## src/design/dapg_pkg.sv

```systemverilog
// shared constants and types for the debug authentication and counter gating block
package dapg_pkg;

   // implemented counters: eight event counters plus the cycle counter
   localparam int unsigned DAPG_NUM_CNT = 8;
   localparam logic [4:0] DAPG_CNT_N = 5'h08;
   // hypervisor level present; when clear the two hyp pins read as low
   localparam logic DAPG_HYP_IMPL = 1'h1;

   // register byte offsets on the apb bus
   localparam logic [11:0] DAPG_HCFG_OFF = 12'h000;
   localparam logic [11:0] DAPG_STAT_OFF = 12'h004;

   // hyp config field positions
   localparam int unsigned DAPG_HCFG_PROHIBIT = 0;
   localparam int unsigned DAPG_HCFG_UPEN = 1;
   localparam int unsigned DAPG_HCFG_EXTBLK = 2;
   localparam int unsigned DAPG_HCFG_CYCDIS = 3;
   localparam int unsigned DAPG_HCFG_DBGTRAP = 4;
   localparam int unsigned DAPG_HCFG_PART_LO = 8;
   // partition resets to the full counter count, all counters in the lower group
   localparam logic [31:0] DAPG_HCFG_RST = 32'h0000_0800;

   // status field positions
   localparam int unsigned DAPG_STAT_SELFHOST = 4;
   localparam int unsigned DAPG_STAT_SAMPLE = 5;
   localparam int unsigned DAPG_STAT_HALT = 6;
   localparam int unsigned DAPG_STAT_BLK_LO = 8;

   typedef enum logic [1:0] {
      DAPG_EL0 = 2'b00,
      DAPG_EL1 = 2'b01,
      DAPG_EL2 = 2'b10
   } dapg_el_t;

   // kinds of performance monitor access arriving from the external debugger
   typedef enum logic [2:0] {
      DAPG_EK_EVTYPE = 3'b000,
      DAPG_EK_EVCNT = 3'b001,
      DAPG_EK_BITS = 3'b010,
      DAPG_EK_CFGN = 3'b011,
      DAPG_EK_PRST = 3'b100,
      DAPG_EK_OTHER = 3'b101
   } dapg_ekind_t;

   // derived authentication enables
   typedef struct packed {
      logic hyp_noninvasive_enabled;
      logic hyp_invasive_enabled;
      logic noninvasive_enabled;
      logic invasive_enabled;
   } dapg_auth_t;

   // hypervisor counter and debug configuration
   typedef struct packed {
      logic [4:0] hyp_counter_partition;
      logic dbg_trap_en;
      logic cycle_disable_on_prohibit;
      logic external_upper_counter_block;
      logic upper_counter_hyp_enable;
      logic hyp_count_prohibit;
   } dapg_hcfg_t;

endpackage

```

## src/design/dapg_sync.sv

```systemverilog
// two-stage level synchroniser for the authentication pins
`timescale 1ns/100ps
module dapg_sync #(
   parameter int unsigned W = 4
)
(
   input wire logic clk_sys,
   input wire logic nrst,
   input wire logic [W-1:0] din,
   output logic [W-1:0] dout
);

   logic [W-1:0] stage1;

   // first stage feeds only the second stage
   always_ff @(posedge clk_sys)
   begin
      if (!nrst)
      begin
         stage1 <= '0;
         dout <= '0;
      end
      else
      begin
         stage1 <= din;
         dout <= stage1;
      end
   end

endmodule

```

## src/design/dapg_core.sv

```systemverilog
// debug authentication derivation with self-hosted debug and counter gating
//
// The placing of the registers and the APB slave port were decided locally.
`timescale 1ns/100ps
module dapg_core
   import dapg_pkg::*;
(
   input wire logic clk_sys,
   input wire logic nrst,
   input wire logic invasive_auth_in,
   input wire logic noninvasive_auth_in,
   input wire logic hyp_invasive_auth_in,
   input wire logic hyp_noninvasive_auth_in,
   input wire dapg_el_t cur_el,
   input wire logic trap_general_exceptions,
   input wire logic debug_use_req,
   input wire logic ext_req,
   input wire dapg_ekind_t ext_kind,
   input wire logic [2:0] ext_idx,
   input wire logic [11:0] paddr,
   input wire logic psel,
   input wire logic penable,
   input wire logic pwrite,
   input wire logic [31:0] pwdata,
   input wire logic [3:0] pstrb,
   output logic [31:0] prdata,
   output logic pready,
   output logic pslverr,
   output dapg_auth_t enables,
   output logic selfhosted_debug_en,
   output logic debug_trap_hyp,
   output logic halt_allowed,
   output logic sample_prohibit,
   output logic [7:0] event_count_en,
   output logic cycle_count_en,
   output logic ext_ack,
   output logic ext_refused,
   output logic ext_raz_wi,
   output logic [8:0] ext_bits_mask,
   output logic [4:0] ext_cfg_n,
   output logic [7:0] event_reset_mask
);

   // counters whose index is at or above the partition value
   function automatic logic [7:0] upper_mask(input logic [4:0] part);
      logic [7:0] m;
      m = '0;
      for (int i = 0; i < DAPG_NUM_CNT; i++)
      begin
         m[i] = (5'(i) >= part);
      end
      return m;
   endfunction

   ////////////////////////////////////////////////////////////////////////////
   // pin synchronisation and enable derivation

   logic [3:0] pins_q;
   logic [3:0] pins_raw;
   dapg_auth_t next_enables;
   wire logic p_inv = pins_q[0];
   wire logic p_nid = pins_q[1];
   wire logic p_hinv = pins_q[2];
   wire logic p_hnid = pins_q[3];

   assign pins_raw = {hyp_noninvasive_auth_in & DAPG_HYP_IMPL, hyp_invasive_auth_in & DAPG_HYP_IMPL,
                      noninvasive_auth_in, invasive_auth_in};

   dapg_sync #(.W(4)) u_sync (
      .clk_sys(clk_sys),
      .nrst(nrst),
      .din(pins_raw),
      .dout(pins_q)
   );

   // recommended derivation
   // the and/or form keeps the implications below true for any pin mix
   assign next_enables.invasive_enabled = p_inv;
   assign next_enables.noninvasive_enabled = p_inv | p_nid;
   assign next_enables.hyp_invasive_enabled = p_inv & p_hinv;
   assign next_enables.hyp_noninvasive_enabled = (p_inv | p_nid) & (p_hinv | p_hnid);

   ////////////////////////////////////////////////////////////////////////////
   // apb register access

   dapg_hcfg_t hcfg;
   dapg_hcfg_t next_hcfg;
   wire logic apb_acc = psel & penable;
   wire logic hit_hcfg = (paddr[11:2] == DAPG_HCFG_OFF[11:2]);
   wire logic hit_stat = (paddr[11:2] == DAPG_STAT_OFF[11:2]);
   wire logic wr_hcfg = apb_acc & pready & pwrite & hit_hcfg;
   wire logic next_pready = apb_acc & ~pready;
   logic [31:0] hcfg_word;
   logic [31:0] stat_word;
   logic [31:0] next_prdata;
   logic next_pslverr;
   logic [7:0] ext_blk_mask;

   assign hcfg_word = {19'h00000, hcfg.hyp_counter_partition, 3'h0, hcfg.dbg_trap_en,
                       hcfg.cycle_disable_on_prohibit, hcfg.external_upper_counter_block,
                       hcfg.upper_counter_hyp_enable, hcfg.hyp_count_prohibit};
   assign stat_word = {16'h0000, ext_blk_mask, 1'h0, halt_allowed, sample_prohibit,
                       selfhosted_debug_en, enables};

   // byte lanes: low byte holds the control bits, next byte the partition
   assign next_hcfg.hyp_count_prohibit = (wr_hcfg & pstrb[0]) ? pwdata[DAPG_HCFG_PROHIBIT]
                                         : hcfg.hyp_count_prohibit;
   assign next_hcfg.upper_counter_hyp_enable = (wr_hcfg & pstrb[0]) ? pwdata[DAPG_HCFG_UPEN]
                                               : hcfg.upper_counter_hyp_enable;
   assign next_hcfg.external_upper_counter_block = (wr_hcfg & pstrb[0]) ? pwdata[DAPG_HCFG_EXTBLK]
                                                   : hcfg.external_upper_counter_block;
   assign next_hcfg.cycle_disable_on_prohibit = (wr_hcfg & pstrb[0]) ? pwdata[DAPG_HCFG_CYCDIS]
                                                : hcfg.cycle_disable_on_prohibit;
   assign next_hcfg.dbg_trap_en = (wr_hcfg & pstrb[0]) ? pwdata[DAPG_HCFG_DBGTRAP] : hcfg.dbg_trap_en;
   assign next_hcfg.hyp_counter_partition = (wr_hcfg & pstrb[1])
                                            ? pwdata[DAPG_HCFG_PART_LO +: 5] : hcfg.hyp_counter_partition;

   // read data and error are loaded one cycle into the access phase
   assign next_prdata = !next_pready ? 32'h0000_0000 : hit_hcfg ? hcfg_word
                        : hit_stat ? stat_word : 32'h0000_0000;
   assign next_pslverr = next_pready & ~(hit_hcfg | hit_stat);

   always_ff @(posedge clk_sys)
   begin
      if (!nrst)
      begin
         hcfg <= dapg_hcfg_t'({DAPG_HCFG_RST[DAPG_HCFG_PART_LO +: 5], DAPG_HCFG_RST[4:0]});
         pready <= 1'h0;
         prdata <= 32'h0000_0000;
         pslverr <= 1'h0;
      end
      else
      begin
         hcfg <= next_hcfg;
         pready <= next_pready;
         prdata <= next_prdata;
         pslverr <= next_pslverr;
      end
   end

   ////////////////////////////////////////////////////////////////////////////
   // core-side gating

   wire logic is_el2 = (cur_el == DAPG_EL2);
   wire logic hyp_ctx = is_el2 | trap_general_exceptions;
   wire logic [7:0] upper = upper_mask(hcfg.hyp_counter_partition);
   wire logic el2_prohibit = is_el2 & hcfg.hyp_count_prohibit;
   logic [7:0] next_evt_en;

   assign next_evt_en = (~upper & {8{~el2_prohibit}}) | (upper & {8{hcfg.upper_counter_hyp_enable}});

   // upper counters blocked to debugger
   // indices above the implemented count do not exist, so the mask stops at bit 7
   assign ext_blk_mask = {8{~enables.hyp_noninvasive_enabled & hcfg.external_upper_counter_block}} & upper;

   // no step exception
   // stepping is not supported, so no step state or step exception output exists
   always_ff @(posedge clk_sys)
   begin
      if (!nrst)
      begin
         enables <= '0;
         selfhosted_debug_en <= 1'h0;
         debug_trap_hyp <= 1'h0;
         halt_allowed <= 1'h0;
         sample_prohibit <= 1'h1;
         event_count_en <= 8'h00;
         cycle_count_en <= 1'h0;
      end
      else
      begin
         enables <= next_enables;
         selfhosted_debug_en <= ~is_el2;
         debug_trap_hyp <= debug_use_req & hcfg.dbg_trap_en & ~is_el2;
         halt_allowed <= enables.invasive_enabled & (~hyp_ctx | enables.hyp_invasive_enabled);
         sample_prohibit <= ~enables.noninvasive_enabled | (~enables.hyp_noninvasive_enabled & hyp_ctx);
         event_count_en <= next_evt_en;
         cycle_count_en <= ~(el2_prohibit & hcfg.cycle_disable_on_prohibit);
      end
   end

   ////////////////////////////////////////////////////////////////////////////
   // external debugger access filter, answered one cycle after the request

   wire logic ext_ok = ext_req & enables.noninvasive_enabled;
   wire logic ext_reg_kind = (ext_kind == DAPG_EK_EVTYPE) | (ext_kind == DAPG_EK_EVCNT);

   always_ff @(posedge clk_sys)
   begin
      if (!nrst)
      begin
         ext_ack <= 1'h0;
         ext_refused <= 1'h0;
         ext_raz_wi <= 1'h0;
         ext_bits_mask <= 9'h000;
         ext_cfg_n <= DAPG_CNT_N;
         event_reset_mask <= 8'h00;
      end
      else
      begin
         ext_ack <= ext_req;
         ext_refused <= ext_req & ~enables.noninvasive_enabled;
         ext_raz_wi <= ext_ok & ext_reg_kind & ext_blk_mask[ext_idx];
         ext_bits_mask <= (ext_ok & (ext_kind == DAPG_EK_BITS)) ? {1'h1, ~ext_blk_mask} : 9'h000;
         ext_cfg_n <= hcfg.external_upper_counter_block ? hcfg.hyp_counter_partition : DAPG_CNT_N;
         event_reset_mask <= (ext_ok & (ext_kind == DAPG_EK_PRST)) ? ~ext_blk_mask : 8'h00;
      end
   end
endmodule

```

## config.mk

```make
export PLATFORM = sky130hd
export DESIGN_NAME = dapg_core
export DESIGN_NICKNAME = d
export VERILOG_FILES = /design/src/design/dapg_pkg.sv /design/src/design/dapg_sync.sv /design/src/design/dapg_core.sv
export SDC_FILE = /design/constraint.sdc
export NUM_CORES = 1
export LEC_CHECK = 0
export ABC_AREA = 1
export BUFFER_PORTS_ARGS = -buffer_cell sky130_fd_sc_hd__buf_2
export CAP_MARGIN = 20
export CORE_MARGIN = 5
export CORE_UTILIZATION = 31
export DETAILED_ROUTE_END_ITERATION = 12
export GPL_TIMING_DRIVEN = 0
export HOLD_SLACK_MARGIN = 0.08
export PLACE_DENSITY = 0.65
export SYNTH_ARGS = -nofsm -noshare
export SYNTH_HDL_FRONTEND = slang
export SYNTH_SLANG_ARGS = --single-unit
```

## constraint.sdc

```tcl
create_clock -name clk_sys -period 3.17 [get_ports clk_sys]
set_input_delay 0.4755 -clock clk_sys [delete_from_list [all_inputs] [get_ports clk_sys]]
set_output_delay 0.4755 -clock clk_sys [all_outputs]
set_load 0.03 [all_outputs]
```

Word-level counts from Yosys, hierarchy flattened
Index checks and enable logic that the tools add are counted.
- output and inout port bits: 76
- register bits after elaboration: 94
- bits of input ports: 68
- $lt $le $gt $ge: 9
- equality and inequality tests: 5
- reductions and logical operators: 8
- bitwise operators: 47
- multiplexer cells: 5
- operators with widths (cell ; count):
    $mux 13 ; 2
    $and 8x8->8 ; 3
    $and 1x1->1 ; 23
    $ge 3x5->1 const A ; 4
    $not 8->8 ; 2
    $not 1->1 ; 11
    $eq 10x1->1 const B ; 1
    $ge 1x5->1 const A ; 2
    $ge 2x5->1 const A ; 2
    $logic_not 10->1 ; 1
    $mux 9 ; 1
    $or 8x8->8 ; 1
    $reduce_and 2->1 ; 4
    $or 1x1->1 ; 7
    $lt 3x4->1 const B ; 1
    $reduce_or 4->1 ; 1
    $bmux 1 s3 ; 1
    $eq 3x1->1 const B ; 1
    $eq 3x2->1 const B ; 1
    $eq 3x3->1 const B ; 1
    $logic_not 3->1 ; 1
    $reduce_or 3->1 ; 1
    $eq 2x2->1 const B ; 1
    $mux 1 ; 1

Longest topological paths before layout
- word-level depth: 6
- gate-level depth with buffers: 7
- depth with buffers taken out: 7

Modules after synthesis
From an unflattened synthesis, not the netlist that was laid out.
- cell total of the unflattened synthesis: 352
- area total of the unflattened synthesis: 2894.0 sq um
- by module, submodules not included (module ; instances ; cells each ; seq. area each (sq um) ; area an instance (sq um)):
    dapg_core ; 1 ; 327 ; 1381.3 ; 2668.8
    dapg_sync ; 1 ; 25 ; 160.2 ; 225.2

Least setup slack after synthesis
OpenSTA, ideal clock, no wires.
- kind: register to register
- start: reg pready
- end: reg hcfg[1] in the netlist's numbering
- arrival: 1.199 ns
- data required time: 3.060 ns
- stages on the path, launching flop included: 7
- setup time: 0.110 ns
- setup slack: 1.861 ns
- path through: dfxtp_1 > nand2_1 > nor2_4 > buf_2 > nand4_1 > nand2_1 > nor2_1
- cells in the longest elaborated chain, start to end: 4
- ends and longest elaborated chain (element ; line ; source):
    start: declaration ; dapg_core.sv:27 ; output logic pready,
    start signal: assignment ; dapg_core.sv:135 ; pready <= next_pready;
    $and 1x1->1 (3 in series) ; dapg_core.sv:91 ; wire logic wr_hcfg = apb_acc & pready & pwrite & hit_hcfg;
    $and 1x1->1 ; dapg_core.sv:108 ; assign next_hcfg.upper_counter_hyp_enable = (wr_hcfg & pstrb[0]) ? pwdata[DAPG_HCFG_UPEN]
    end signal: assignment ; dapg_core.sv:127 ; hcfg <= dapg_hcfg_t'({DAPG_HCFG_RST[DAPG_HCFG_PART_LO +: 5], DAPG_HCFG_RST[4:0]});
    end signal: assignment ; dapg_core.sv:134 ; hcfg <= next_hcfg;
    end: declaration ; dapg_core.sv:86 ; dapg_hcfg_t hcfg;
Every way passes these cells.
A chain may end at the register's enable or synchronous reset.

Final worst setup path
- start: reg enables[1] in the netlist's numbering
- end: out enables[1] in the netlist's numbering
- RTL lines (element ; line ; source):
    start: declaration ; dapg_core.sv:29 ; output dapg_auth_t enables,
    start signal: assignment ; dapg_core.sv:172 ; enables <= next_enables;
No word-level cell between the ends.

==> impl_metrics.csv <==
group,metric,value,unit
floorplan,start_util,0.3179,
cts,cts.path.max_buffers,2,
sta,report.final.slew_viol_count,0,
placed_design,postPlaceCellArea,3655,sq um
detailed_routing,routed_wl,7283,um
floorplan,design.core.area,9240,sq um
sta,final_hold_viol_count,0,
placed_design,placedCellCount,596,
worst_setup_path,path_depth,1,
detailed_routing,drt_iter0_drc,72,
cts,cts_root_buf,"clkbuf_8",
worst_setup_path,start_kind,"flip-flop",
final_layout,final_cells,612,
floorplan,die_width,107.4,um
min_path,hold_depth,3,
global_route,first_global_vias,2364,
worst_setup_path,end_kind,"primary output",
status,outcome,"completed",
sta,setup_tns,0,ns
final_layout,drive_above_1_share,0.3416,
detailed_routing,drc,0,
detailed_routing,ant_nets,0,
flow_run,cap_viol_max_count,0,
sta,rsz0062_at_grt,"false",
yosys,synthDistinctLibCells,31,
detailed_routing,first_pass_iters,4,
worst_setup_path,r2r_cells,5,
cts,holdBufCountCts,0,
yosys,synth_seq_cells,77,
floorplan,die_h,107.4,um
min_path,hold_path_class,"in2reg",
sta,setup-violations-final,0,
worst_setup_path,critPathTopFamily,"flip-flops",
worst_setup_path,path_class,"reg2out",
cts,clkLatencyLatePin,0.35,ns
sta,finClkSkew,0.01035,ns
final_layout,n_antenna_cell,0,
global_route,grt_max_degree,15,
cts,cts_tree,"built",
sta,fmax,660.6,MHz
cts,numCtsBuffers,9,
global_route,grt_pass1_wl,11520,um
yosys,synth_area,2938,sq um
floorplan,row_count,35,
global_route,grt-ovfl-total,0,
floorplan,ios,144,
cts,clock_sinks,77,
worst_setup_path,crit_chain,"buf_2",
global_route,antenna_found_initial,0,
placed_design,routabilityCongestion,0.7690,
power,p_per_area,508.8,nW/um^2
placed_design,io_buffers,99,
cts,ctsResizeCount,0,
yosys,seq_area_frac_synth,0.5247,
cts,htreeDepth,3,
power,peakVddDrop,0.0001986,V
placed_design,hpwl,5858,um
final_layout,syn2layout_area_growth,31.94,%
worst_setup_path,crit_buf_inv,1,
worst_setup_path,slowest_delay,0.45,ns
worst_setup_path,worstPathArrival,1.04,ns
worst_setup_path,critPathRequiredTime,2.69,ns
detailed_routing,vias,2469,
detailed_routing,wl_per_cell,11.90,um
final_layout,final_nets,546,
yosys,synth_cells,352,
yosys,syn_avg_cell_area,8.346,sq um
global_route,grtUsageTotal,0.1300,
worst_setup_path,slowest_stage,"dfxtp_1",
detailed_routing,vias_per_cell,4.034,
sta,min_period,1.514,ns
floorplan,design.die.area,11520,sq um
yosys,yosysWarnings,0,
sta,period_share,0.4776,
final_layout,postLayoutCellArea,3876,sq um
cts,clk_pin_slew_worst_paths,0.08,ns
power,p_leak,2.087,nW
worst_setup_path,crit_path_max_fanout,5,
cts,post_cts_buffers,0,
==> final timing paths <==
check                 startpoint               end  slack (ns)
max                   enables[1]        enables[1]        1.66
min          noninvasive_auth_in  u_sync.stage1[1]        0.30
max reg2reg              hcfg[9]        prdata[11]        1.87
min reg2reg     u_sync.stage1[3]    u_sync.dout[3]        0.42
==> sequential cells by signal, summed over array words and instances, names as in the netlist, 5 cells and up <==
signal and flops:
event_reset_mask 8, ext_bits_mask 9, prdata 15, event_count_en 8
hcfg 10, ext_cfg_n 5
==> report_power, final <==
part	internal, mW	switching [mW]	leakage [nW]
Combinational	0.0562	0.106	1.35
Clock	0.450	0.371	0.107
Sequential	0.983	0.00636	0.627
==> per-layer routing <==
metal	part of all wire	vias to the layer above	wire length (um)	track usage
met4	0.013	0	92	0.05140
met1	0.46	1063	3335	0.1631
met3	0.083	6	603	0.04079
met5	0	-	0	0
li1	-	1303	-	-
met2	0.45	97	3252	0.2078
==> cell families (layout without fill, tap and decap cells) <==
| family | after synthesis | count (layout) | share of synthesized area |
|---|---|---|---|
| DFF | 77 | 77 | 0.5247 |
| buffers and inverters | 88 | 203 | 0.1393 |
| AOI/OAI and AO/OA | 32 | 32 | 0.06304 |
| other | 1 | 17 | 0.001276 |
| and+or+nand+nor | 154 | 154 | 0.2717 |
==> cells in the final DEF, fill, tap and decap left out, types with 2 or more instances in the layout <==
cell	n
nand2_1	49
clkbuf_1	2
a211oi_1	2
dfxtp_1	77
o21ai_2	2
buf_2	102
a21oi_1	10
inv_6	2
nand2_2	5
o22ai_1	3
nand4_1	10
bufinv_16	2
nand3_4	4
nor3_2	2
inv_1	64
nor2_1	51
o21ai_0	12
nor2_4	4
nor3_1	3
clkbuf_8	9
conb_1	17
nand3_1	15
nor2_2	6
buf_4	18
==> layout make-up <==
class | instances | area, sq um
inverter | 65 | 244.0
sequential | 77 | 1541
fill | 964 | 5364
clock inverter | 6 | 93.84
multi-input combinational | 203 | 1047
clock buffer | 10 | 127.6
timing repair buffer | 99 | 495.5
tap | 129 | 161.4
buffer | 23 | 165.2
==> synth_stat cells <==
cell	number	share of area
o211ai_1	1	0.0026
o21ai_2	2	0.0060
nand2_1	49	0.063
nand2_2	5	0.011
dfxtp_1	77	0.52
o21ai_0	12	0.020
inv_1	64	0.082
nor3_1	3	0.0051
and3_1	1	0.0021
nor2_2	6	0.013
nor2_8	1	0.0068
buf_6	1	0.0038
conb_1	1	0.0013
clkbuf_1	1	0.0013
a21oi_1	10	0.017
buf_2	3	0.0051
nand4_1	10	0.021
nor3_2	2	0.0068
buf_4	18	0.046
a21oi_2	1	0.0030
a211oi_1	2	0.0051
o21a_1	1	0.0026
nand3_4	4	0.024
nor2_1	51	0.065
nand2_4	1	0.0038
inv_2	1	0.0013
nand3_1	15	0.026
nand4_2	1	0.0043
nor2_4	4	0.015
o22ai_1	3	0.0064
nor3_4	1	0.0055
==> per-stage QoR <==
stage,power [mW],hold slack [ns],setup WS [ns],utilization
global route,2.055,0.2904,1.601,0.4195
floorplan,1.121,0.3905,1.861,-
detailed placement,1.175,0.4010,1.626,0.3955
finish,1.972,0.3019,1.656,0.4195
global placement,1.173,0.3951,1.633,0.3955
CTS,1.989,0.2869,1.623,0.4195
(Power assumes the default switching activity.)
